## config.mk

```make
export PLATFORM = sky130hd
export DESIGN_NAME = cph_top
export DESIGN_NICKNAME = d
export VERILOG_FILES = /design/src/verilog/cph_pkg.sv /design/src/verilog/cph_admin.sv /design/src/verilog/cph_top.sv
export VERILOG_INCLUDE_DIRS = /design/src /design/src/verilog
export SDC_FILE = /design/constraint.sdc
export NUM_CORES = 2
export LEC_CHECK = 0
export BUFFER_PORTS_ARGS = -buffer_cell sky130_fd_sc_hd__buf_2
export CAP_MARGIN = 20
export CORE_MARGIN = 4
export CORE_UTILIZATION = 60
export DETAILED_ROUTE_END_ITERATION = 7
export GPL_ROUTABILITY_DRIVEN = 0
export PLACE_DENSITY_LB_ADDON = 0.08
export SYNTH_ARGS = -nofsm -noshare
export SYNTH_HDL_FRONTEND = slang
export SYNTH_SLANG_ARGS = --single-unit
```

## constraint.sdc

```tcl
create_clock -name clk_sys -period 2.2 [get_ports clk_sys]
set_input_delay 0.55 -clock clk_sys [delete_from_list [all_inputs] [get_ports clk_sys]]
set_output_delay 0.55 -clock clk_sys [all_outputs]
set_load 0.1 [all_outputs]
```

## src/verilog/cph_params.svh

```systemverilog
`ifndef CPH_PARAMS_SVH
`define CPH_PARAMS_SVH

// ****************************************
// Widths
// ****************************************
`define CPH_ADDR_W     14
`define CPH_BA_W       3
`define CPH_DQ_W       8
`define CPH_MAX_RATIO  4
`define CPH_LANE_W     2
`define CPH_LAT_W      6
`define CPH_MAX_RLAT   32

// ****************************************
// Timing
// ****************************************
`define CPH_CLK_MHZ    200
`define CPH_INIT_US    200
`define CPH_INIT_CYC   (`CPH_INIT_US * `CPH_CLK_MHZ)
`define CPH_MRD_NS     10
`define CPH_MRD_CYC    ((`CPH_MRD_NS * `CPH_CLK_MHZ + 999) / 1000)

// ****************************************
// Latencies and mode register values
// ****************************************
`define CPH_RATIO      2
`define CPH_WR_LAT     2
`define CPH_RD_LAT     15
`define CPH_CAP_TICKS  4
`define CPH_NUM_MRS    4
`define CPH_MR0        14'h0520
`define CPH_MR1        14'h0044
`define CPH_MR2        14'h0008
`define CPH_MR3        14'h0000

`endif

```

## src/verilog/cph_pkg.sv

```systemverilog
`include "cph_params.svh"

package cph_pkg;

   typedef struct packed {
      logic                   cs_n;
      logic                   ras_n;
      logic                   cas_n;
      logic                   we_n;
      logic [`CPH_BA_W-1:0]   ba;
      logic [`CPH_ADDR_W-1:0] addr;
   } cph_cmd_type;

   localparam cph_cmd_type CPH_NOP = '{cs_n: 1'b1, ras_n: 1'b1,
      cas_n: 1'b1, we_n: 1'b1, ba: '0, addr: '0};

   // One memory clock cycle: rising-edge data in the low byte
   typedef struct packed {
      cph_cmd_type              cmd;
      logic [2*`CPH_DQ_W-1:0]   wd;
      logic                     wv;
      logic                     dqs;
   } cph_beat_type;

   typedef struct packed {
      cph_beat_type [`CPH_MAX_RATIO-1:0] lane;
   } cph_word_type;

   typedef logic [`CPH_MAX_RATIO-1:0][2*`CPH_DQ_W-1:0] cph_rword_type;

   typedef enum logic [1:0] {
      ADM_WAIT,
      ADM_MRS,
      ADM_GAP,
      ADM_DONE
   } cph_adm_state_type;

   typedef struct packed {
      cph_adm_state_type      state;
      logic [15:0]            cnt;
      logic [1:0]             idx;
      cph_cmd_type            cmd;
      logic                   done;
      logic [`CPH_LAT_W-1:0]  wlat;
      logic [`CPH_LAT_W-1:0]  rlat;
   } cph_adm_state_rec_type;

   typedef struct packed {
      logic [`CPH_LANE_W-1:0]            cnt;
      logic                              tick;
      cph_word_type                      w;
      cph_beat_type                      mem;
      logic [2*`CPH_DQ_W-1:0]            dq_s1;
      logic [2*`CPH_DQ_W-1:0]            dq_s2;
      cph_rword_type                     rcap;
      logic [`CPH_MAX_RLAT-1:0]          en_sh;
      cph_rword_type [`CPH_MAX_RLAT-1:0] d_sh;
      cph_rword_type                     rdata;
      logic                              rvalid;
   } cph_top_state_type;

endpackage

```

## src/verilog/cph_admin.sv

```systemverilog
`timescale 1ns/10ps
`include "cph_params.svh"

module cph_admin #(
   parameter int INIT_CYC = `CPH_INIT_CYC,
   parameter int WR_LAT   = `CPH_WR_LAT,
   parameter int RD_LAT   = `CPH_RD_LAT
) (
   input  wire logic                  clk_sys,
   input  wire logic                  rst_n,
   output cph_pkg::cph_cmd_type       cmd,
   output logic                       done,
   output logic [`CPH_LAT_W-1:0]      wlat,
   output logic [`CPH_LAT_W-1:0]      rlat
);

   localparam logic [15:0] INIT_LAST = 16'(INIT_CYC - 1);
   localparam logic [15:0] MRD_LAST  = 16'(`CPH_MRD_CYC - 1);
   localparam logic [1:0]  MRS_LAST  = 2'(`CPH_NUM_MRS - 1);

   if (INIT_CYC < 1 || INIT_CYC > 65536) begin : g_chk_init
      $error("cph_admin: INIT_CYC out of range");
   end

   cph_pkg::cph_adm_state_rec_type st;
   cph_pkg::cph_adm_state_rec_type next_st;

   function automatic logic [`CPH_ADDR_W-1:0] mr_value(
      input logic [1:0] i);
      case (i)
         2'h0:    mr_value = `CPH_MR0;
         2'h1:    mr_value = `CPH_MR1;
         2'h2:    mr_value = `CPH_MR2;
         default: mr_value = `CPH_MR3;
      endcase
   endfunction

   always_comb begin
      next_st = st;
      next_st.cmd = cph_pkg::CPH_NOP;
      case (st.state)
         // ****************************************
         // Power-up wait before the memory may be touched
         // ****************************************
         cph_pkg::ADM_WAIT: begin
            next_st.cnt = st.cnt + 16'h0001;
            if (st.cnt == INIT_LAST) begin
               next_st.cnt = 16'h0000;
               next_st.state = cph_pkg::ADM_MRS;
            end
         end
         cph_pkg::ADM_MRS: begin
            next_st.cmd = '{cs_n: 1'b0, ras_n: 1'b0, cas_n: 1'b0,
               we_n: 1'b0, ba: `CPH_BA_W'(st.idx),
               addr: mr_value(st.idx)};
            next_st.cnt = 16'h0000;
            next_st.state = cph_pkg::ADM_GAP;
         end
         cph_pkg::ADM_GAP: begin
            next_st.cnt = st.cnt + 16'h0001;
            if (st.cnt == MRD_LAST) begin
               next_st.cnt = 16'h0000;
               if (st.idx == MRS_LAST) begin
                  next_st.state = cph_pkg::ADM_DONE;
               end else begin
                  next_st.idx = st.idx + 2'h1;
                  next_st.state = cph_pkg::ADM_MRS;
               end
            end
         end
         cph_pkg::ADM_DONE: begin
            // Latencies are reported only once the memory is ready
            next_st.done = 1'b1;
            next_st.wlat = `CPH_LAT_W'(WR_LAT);
            next_st.rlat = `CPH_LAT_W'(RD_LAT);
         end
         default: begin
            next_st.state = cph_pkg::ADM_WAIT;
         end
      endcase
   end

   always_ff @(posedge clk_sys) begin
      if (!rst_n) begin
         st     <= '0;
         st.cmd <= cph_pkg::CPH_NOP;
      end else begin
         st <= next_st;
      end
   end

   assign cmd  = st.cmd;
   assign done = st.done;
   assign wlat = st.wlat;
   assign rlat = st.rlat;

endmodule

```

## src/verilog/cph_top.sv

```systemverilog
`timescale 1ns/10ps
`include "cph_params.svh"


module cph_top #(
   parameter int RATIO     = `CPH_RATIO,
   parameter int INIT_CYC  = `CPH_INIT_CYC,
   parameter int WR_LAT    = `CPH_WR_LAT,
   parameter int RD_LAT    = `CPH_RD_LAT,
   parameter int CAP_TICKS = `CPH_CAP_TICKS
) (
   input  wire logic                   clk_sys,
   input  wire logic                   rst_n,
   output logic                        ctl_tick,
   input  wire cph_pkg::cph_word_type  ctl_word,
   input  wire logic [`CPH_MAX_RATIO-1:0] ctl_rdata_en,
   output cph_pkg::cph_rword_type      ctl_rdata,
   output logic                        ctl_rdata_valid,
   output logic                        ctl_cal_done,
   output logic [`CPH_LAT_W-1:0]       ctl_wlat,
   output logic [`CPH_LAT_W-1:0]       ctl_rlat,
   output cph_pkg::cph_cmd_type        mem_cmd,
   output logic [2*`CPH_DQ_W-1:0]      mem_dq_out,
   output logic                        mem_dq_oe,
   output logic                        mem_dqs_oe,
   input  wire logic [2*`CPH_DQ_W-1:0] mem_dq_in
);

   // ****************************************
   // Elaboration checks
   // ****************************************
   if (RATIO != 1 && RATIO != 2 && RATIO != 4) begin : g_chk_ratio
      $error("cph_top: RATIO must be 1, 2 or 4");
   end
   if (RD_LAT < 2 || RD_LAT > `CPH_MAX_RLAT) begin : g_chk_rlat
      $error("cph_top: RD_LAT out of range");
   end
   if (CAP_TICKS < 0 || CAP_TICKS >= RD_LAT) begin : g_chk_cap
      $error("cph_top: CAP_TICKS must be below RD_LAT");
   end
   if (WR_LAT < 0 || WR_LAT > 63) begin : g_chk_wlat
      $error("cph_top: WR_LAT out of range");
   end

   localparam logic [`CPH_LANE_W-1:0] LAST =
      `CPH_LANE_W'(RATIO - 1);
   localparam logic [`CPH_MAX_RATIO-1:0] LMASK =
      `CPH_MAX_RATIO'((1 << RATIO) - 1);

   cph_pkg::cph_top_state_type st;
   cph_pkg::cph_top_state_type next_st;
   cph_pkg::cph_cmd_type       adm_cmd;
   logic                       adm_done;

   // ****************************************
   // Administration and latency report
   // ****************************************
   cph_admin #(
      .INIT_CYC (INIT_CYC),
      .WR_LAT   (WR_LAT),
      .RD_LAT   (RD_LAT)
   ) u_admin (
      .clk_sys (clk_sys),
      .rst_n   (rst_n),
      .cmd     (adm_cmd),
      .done    (adm_done),
      .wlat    (ctl_wlat),
      .rlat    (ctl_rlat)
   );

   always_comb begin
      cph_pkg::cph_word_type src;
      logic                  en_in;
      src = ctl_word;
      en_in = 1'b0;
      next_st = st;

      // ****************************************
      // Controller cycle divider
      // ****************************************
      next_st.cnt = (st.cnt == LAST) ? '0 : st.cnt + 1'b1;
      next_st.tick = (next_st.cnt == LAST);

      // ****************************************
      // Write and command serialiser
      // ****************************************
      // Whole word is taken at once on the tick edge
      if (st.tick) begin
         next_st.w = ctl_word;
      end else begin
         src = st.w;
      end
      // Lane index equals the memory cycle within the controller cycle
      next_st.mem = src.lane[next_st.cnt];
      // Controller traffic is ignored until mode registers are set
      if (!adm_done) begin
         next_st.mem.cmd = adm_cmd;
         next_st.mem.wv = 1'b0;
         next_st.mem.dqs = 1'b0;
      end

      // ****************************************
      // Read capture and latency line
      // ****************************************
      next_st.dq_s1 = mem_dq_in;
      next_st.dq_s2 = st.dq_s1;
      next_st.rcap[st.cnt] = st.dq_s2;
      if (st.tick) begin
         en_in = adm_done && ((ctl_rdata_en & LMASK) != '0);
         next_st.en_sh = {st.en_sh[`CPH_MAX_RLAT-2:0], en_in};
         next_st.d_sh = {st.d_sh[`CPH_MAX_RLAT-2:0],
            cph_pkg::cph_rword_type'('0)};
         // Word finished now belongs to the read issued CAP_TICKS ago
         next_st.d_sh[CAP_TICKS] = next_st.rcap;
         next_st.rvalid = st.en_sh[RD_LAT-1];
         // Data is blanked so stale words never look valid
         next_st.rdata = st.en_sh[RD_LAT-1] ?
            st.d_sh[RD_LAT-1] : '0;
      end
   end

   always_ff @(posedge clk_sys) begin
      if (!rst_n) begin
         st         <= '0;
         st.mem.cmd <= cph_pkg::CPH_NOP;
      end else begin
         st <= next_st;
      end
   end

   assign ctl_tick        = st.tick;
   assign ctl_rdata       = st.rdata;
   assign ctl_rdata_valid = st.rvalid;
   assign ctl_cal_done    = adm_done;
   assign mem_cmd         = st.mem.cmd;
   assign mem_dq_out      = st.mem.wd;
   assign mem_dq_oe       = st.mem.wv;
   assign mem_dqs_oe      = st.mem.dqs;

endmodule

```

==> metrics.md <==
| Metric | Value |
|---|---|
| Status | finished clean |
| Final core utilization | 0.674 |
| Worst Setup End Kind | primary output |
| Total power | 39.9 mW |
| Vias post-DR | 24587 |
| Clock buffer depth | 3 |
| # hold bufs at CTS | 0 |
| Post-synth top area share | 0.514 |
| Core area | 68600 um^2 |
| WP buf/inv | 2 |
| Delay-heaviest family, CP | buffers and inverters |
| PortBufs | 247 |
| Initial drt markers | 1147 |
| Post-route non-filler standard cell count | 4816 |
| TritonCTS clock tree | done |
| Slew Limit Fails | 0 |
| Ys Warns | 0 |
| First-pass GRT wire length | ~130 mm |
| GRT Total Usage | 0.204 |
| Synth area leaders | dfxtp_1, mux2i_1, nor2b_1 |
| Setup_tns | 0 ns |
| Vias in the first global route | 24202 |
| Skew-Pair Late Insertion Delay | 0.65 ns |
| Hold depth | 2 |
| IO Pins | 296 |
| Post-synthesis cell area | about 41000 um^2 |
| Root Buffer | clkbuf_16 |
| Syn Area/Cell | 11.1 um^2 |
| CP max stage cell | dfxtp_1 |
| Initial Utilization | 0.605 |
| CP arrival | 1.53 ns |
| Die width | ~270 um |
| GRT Residual Overflow | 0 |
| Cell variety after synth | between 50 and 60 |
| Final setup vio count | 0 |
| #FFs+latches synth | 1066 |
| Most common cell after layout, fill and taps aside | dfxtp_1 |
| Worst r2r path cells | 6 |
| Drt first pass iters | 5 |
| Data required time of the worst path | 1.65 ns |
| Slew headroom | 0.522 |
| Maximum clock rate | 0.480 GHz |
| Worst-Margin Slew | 0.717 ns |
| Die height | 271 um |
| Clk sinks | 1066 |
| Critical path type | reg -> out |
| CP Launch Type | flip-flop |
| Htree depth | 3 |
| Post-Syn Instances | 3733 |
| Num CTS Buffers | between 100 and 150 |
| Post-DP HPWL | 52.1 mm |
| Initial antenna violation count | 10 |
| Top cell type by total area after synthesis | dfxtp_1 |
| Final hold vios | 0 |
| Min Tclk post-route | roughly 2.1 ns |
| Number of synthesized flops with an enable pin | 0 |
| Critical-path cell list | buf_6, buf_12 |
| Share of layout cells above drive strength 1 | 0.138 |
| Unrepaired setup endpoints after global routing | false |
| Routed Antenna Nets | 0 |
| Most used flip-flop cell after synthesis | dfxtp_1 |
| VDD IR max | 676 uV |
| Reg clk slew, reported paths | 0.06 ns |
| # DRC | 0 |
| Full die area | 73400 um^2 |
| WHS | 0.111 ns |
| Detailed Route WL | approximately 77 mm |
| Area delta synth->final | 11.5% |
| WL/cell | 15.9 um |
| Setup Skew | 0.0228 ns |
| Via-to-Cell Ratio | just over 5 |
| R2R Setup Slk | about 0.23 ns |
| Commonest cells after routing, fill and taps aside | dfxtp_1, nor2b_1, mux2i_1, buf_2, clkbuf_16 |
| Max Cap Violations | 0 |
| Hold crit path type | in -> reg |
| Fraction of registers with async set/reset | 0 |
| Placed Cells | 4618 |
| Total stage count of the critical path | 2 |
| Row count | 96 |
| CP peak stage delay | 0.35 ns |
| Seq/Total Area, Yosys | 0.514 |
| Power per cell area | 863 nW/um^2 |
| Pin count of the biggest net entering global routing | approximately 120 |
| # nets final | 3982 |
| Leak pwr | roughly 19 nW |
| CP Max Fanout | 24 |
| Final Cycle Share | 0.946 |
==> state kept, by name, indices dropped and copies added, names as in the netlist, 6 cells and up <==
name / flops
ctl_rdata: 64
mem_cmd: 21
next_st: 16
st: 918
u_admin.st: 20
u_admin.cmd: 6
mem_dq_out: 16
==> worst register-to-register path, stage by stage (launching register included) <==
cell	delay, ns
dfxtp_1	0.34
ha_1	0.36
nand4b_1	0.36
nor3_1	0.40
nand3_1	0.15
xor2_1	0.18
nor2_1	0.05
==> path summary, 6_finish.rpt <==
| check | start | end |
|---|---|---|
| worst max register to register | u_admin.st[52]$_SDFFE_PN0P_ | u_admin.st[51]$_SDFFE_PN0P_ |
| worst max-delay path | u_admin.rlat[0]$_SDFFE_PN0N_ | ctl_rlat[2] |
| worst min-delay path | mem_dq_in[2] | next_st[2211]$_SDFF_PN0_ |
| worst min register to register | next_st[2214]$_SDFF_PN0_ | st[2214]$_SDFF_PN0_ |
==> synthesized netlist by cell type, types with 2 or more instances <==
cell type  number
a21o_1          4
a21oi_1        69
and2_0          2
and2_1         47
and3_1          5
buf_1           3
buf_2          42
buf_4         198
buf_6           2
clkbuf_1      129
dfxtp_1      1066
ha_1           10
inv_1           8
mux2i_1       850
mux4_2         25
nand2_1       104
nand2b_1        2
nand3_1         4
nand4_1         4
nor2_1         38
nor2b_1       968
nor3_1          3
o211a_1        65
o21a_1          2
o21ai_0        27
o21ba_2        11
o311a_1         3
or2_2           3
xnor2_1         8
xor2_1          8
==> final cells by class <==
type                       instances  area, um^2
fill                            5090       22300
tap                              931        1160
timing repair buffer             322        2340
clock buffer                     156        3130
clock inverter                    32         298
antenna                           10        25.0
sequential                      1066       21300
inverter                           8        30.0
multi-input combinational       2291       17900
==> routing by layer <==
layer,up-vias,routed length (um),GRT usage
li1,12525,-,-
met1,11628,38000,0.290
met2,299,34900,0.325
met3,135,2160,0.0306
met4,0,1640,0.0568
met5,-,0,0
==> per-stage QoR <==
step / area [um^2] / setup slack [ns]
5_1_grt: 46300 / 0.0467
3_3_place_gp: 42800 / 0.379
4_1_cts: 46200 / 0.0779
6_report: 46300 / 0.118
3_5_place_dp: 42800 / 0.273
2_1_floorplan: 41500 / 0.0649
==> cells by family after synthesis <==
kind of cell / count (synthesis) / share of synthesized area
other: 1 / 0.0000904
adder cells (fa/ha/maj): 10 / 0.00302
buffers and inverters: 382 / 0.0541
multiplexers: 875 / 0.219
flip-flops: 1066 / 0.514
XOR/XNOR: 16 / 0.00338
AND/OR/NAND/NOR: 1192 / 0.172
AO/OA/AOI/OAI: 191 / 0.0341
==> what timing repair did <==
action                     in CTS  in global routing
setup endpoints to repair       6                  0
buffers inserted                0                  0
resized for setup               1                  0
==> power by group <==
group	internal [mW]	total (mW)	leakage [nW]	switching (mW)
registers	19.6	19.8	8.63	0.192
logic	1.22	2.61	8.34	1.39
clock network	10.4	17.5	1.70	7.10
total	31.2	39.9	18.7	8.68
No activity file was read; power rests on OpenSTA's default activity.
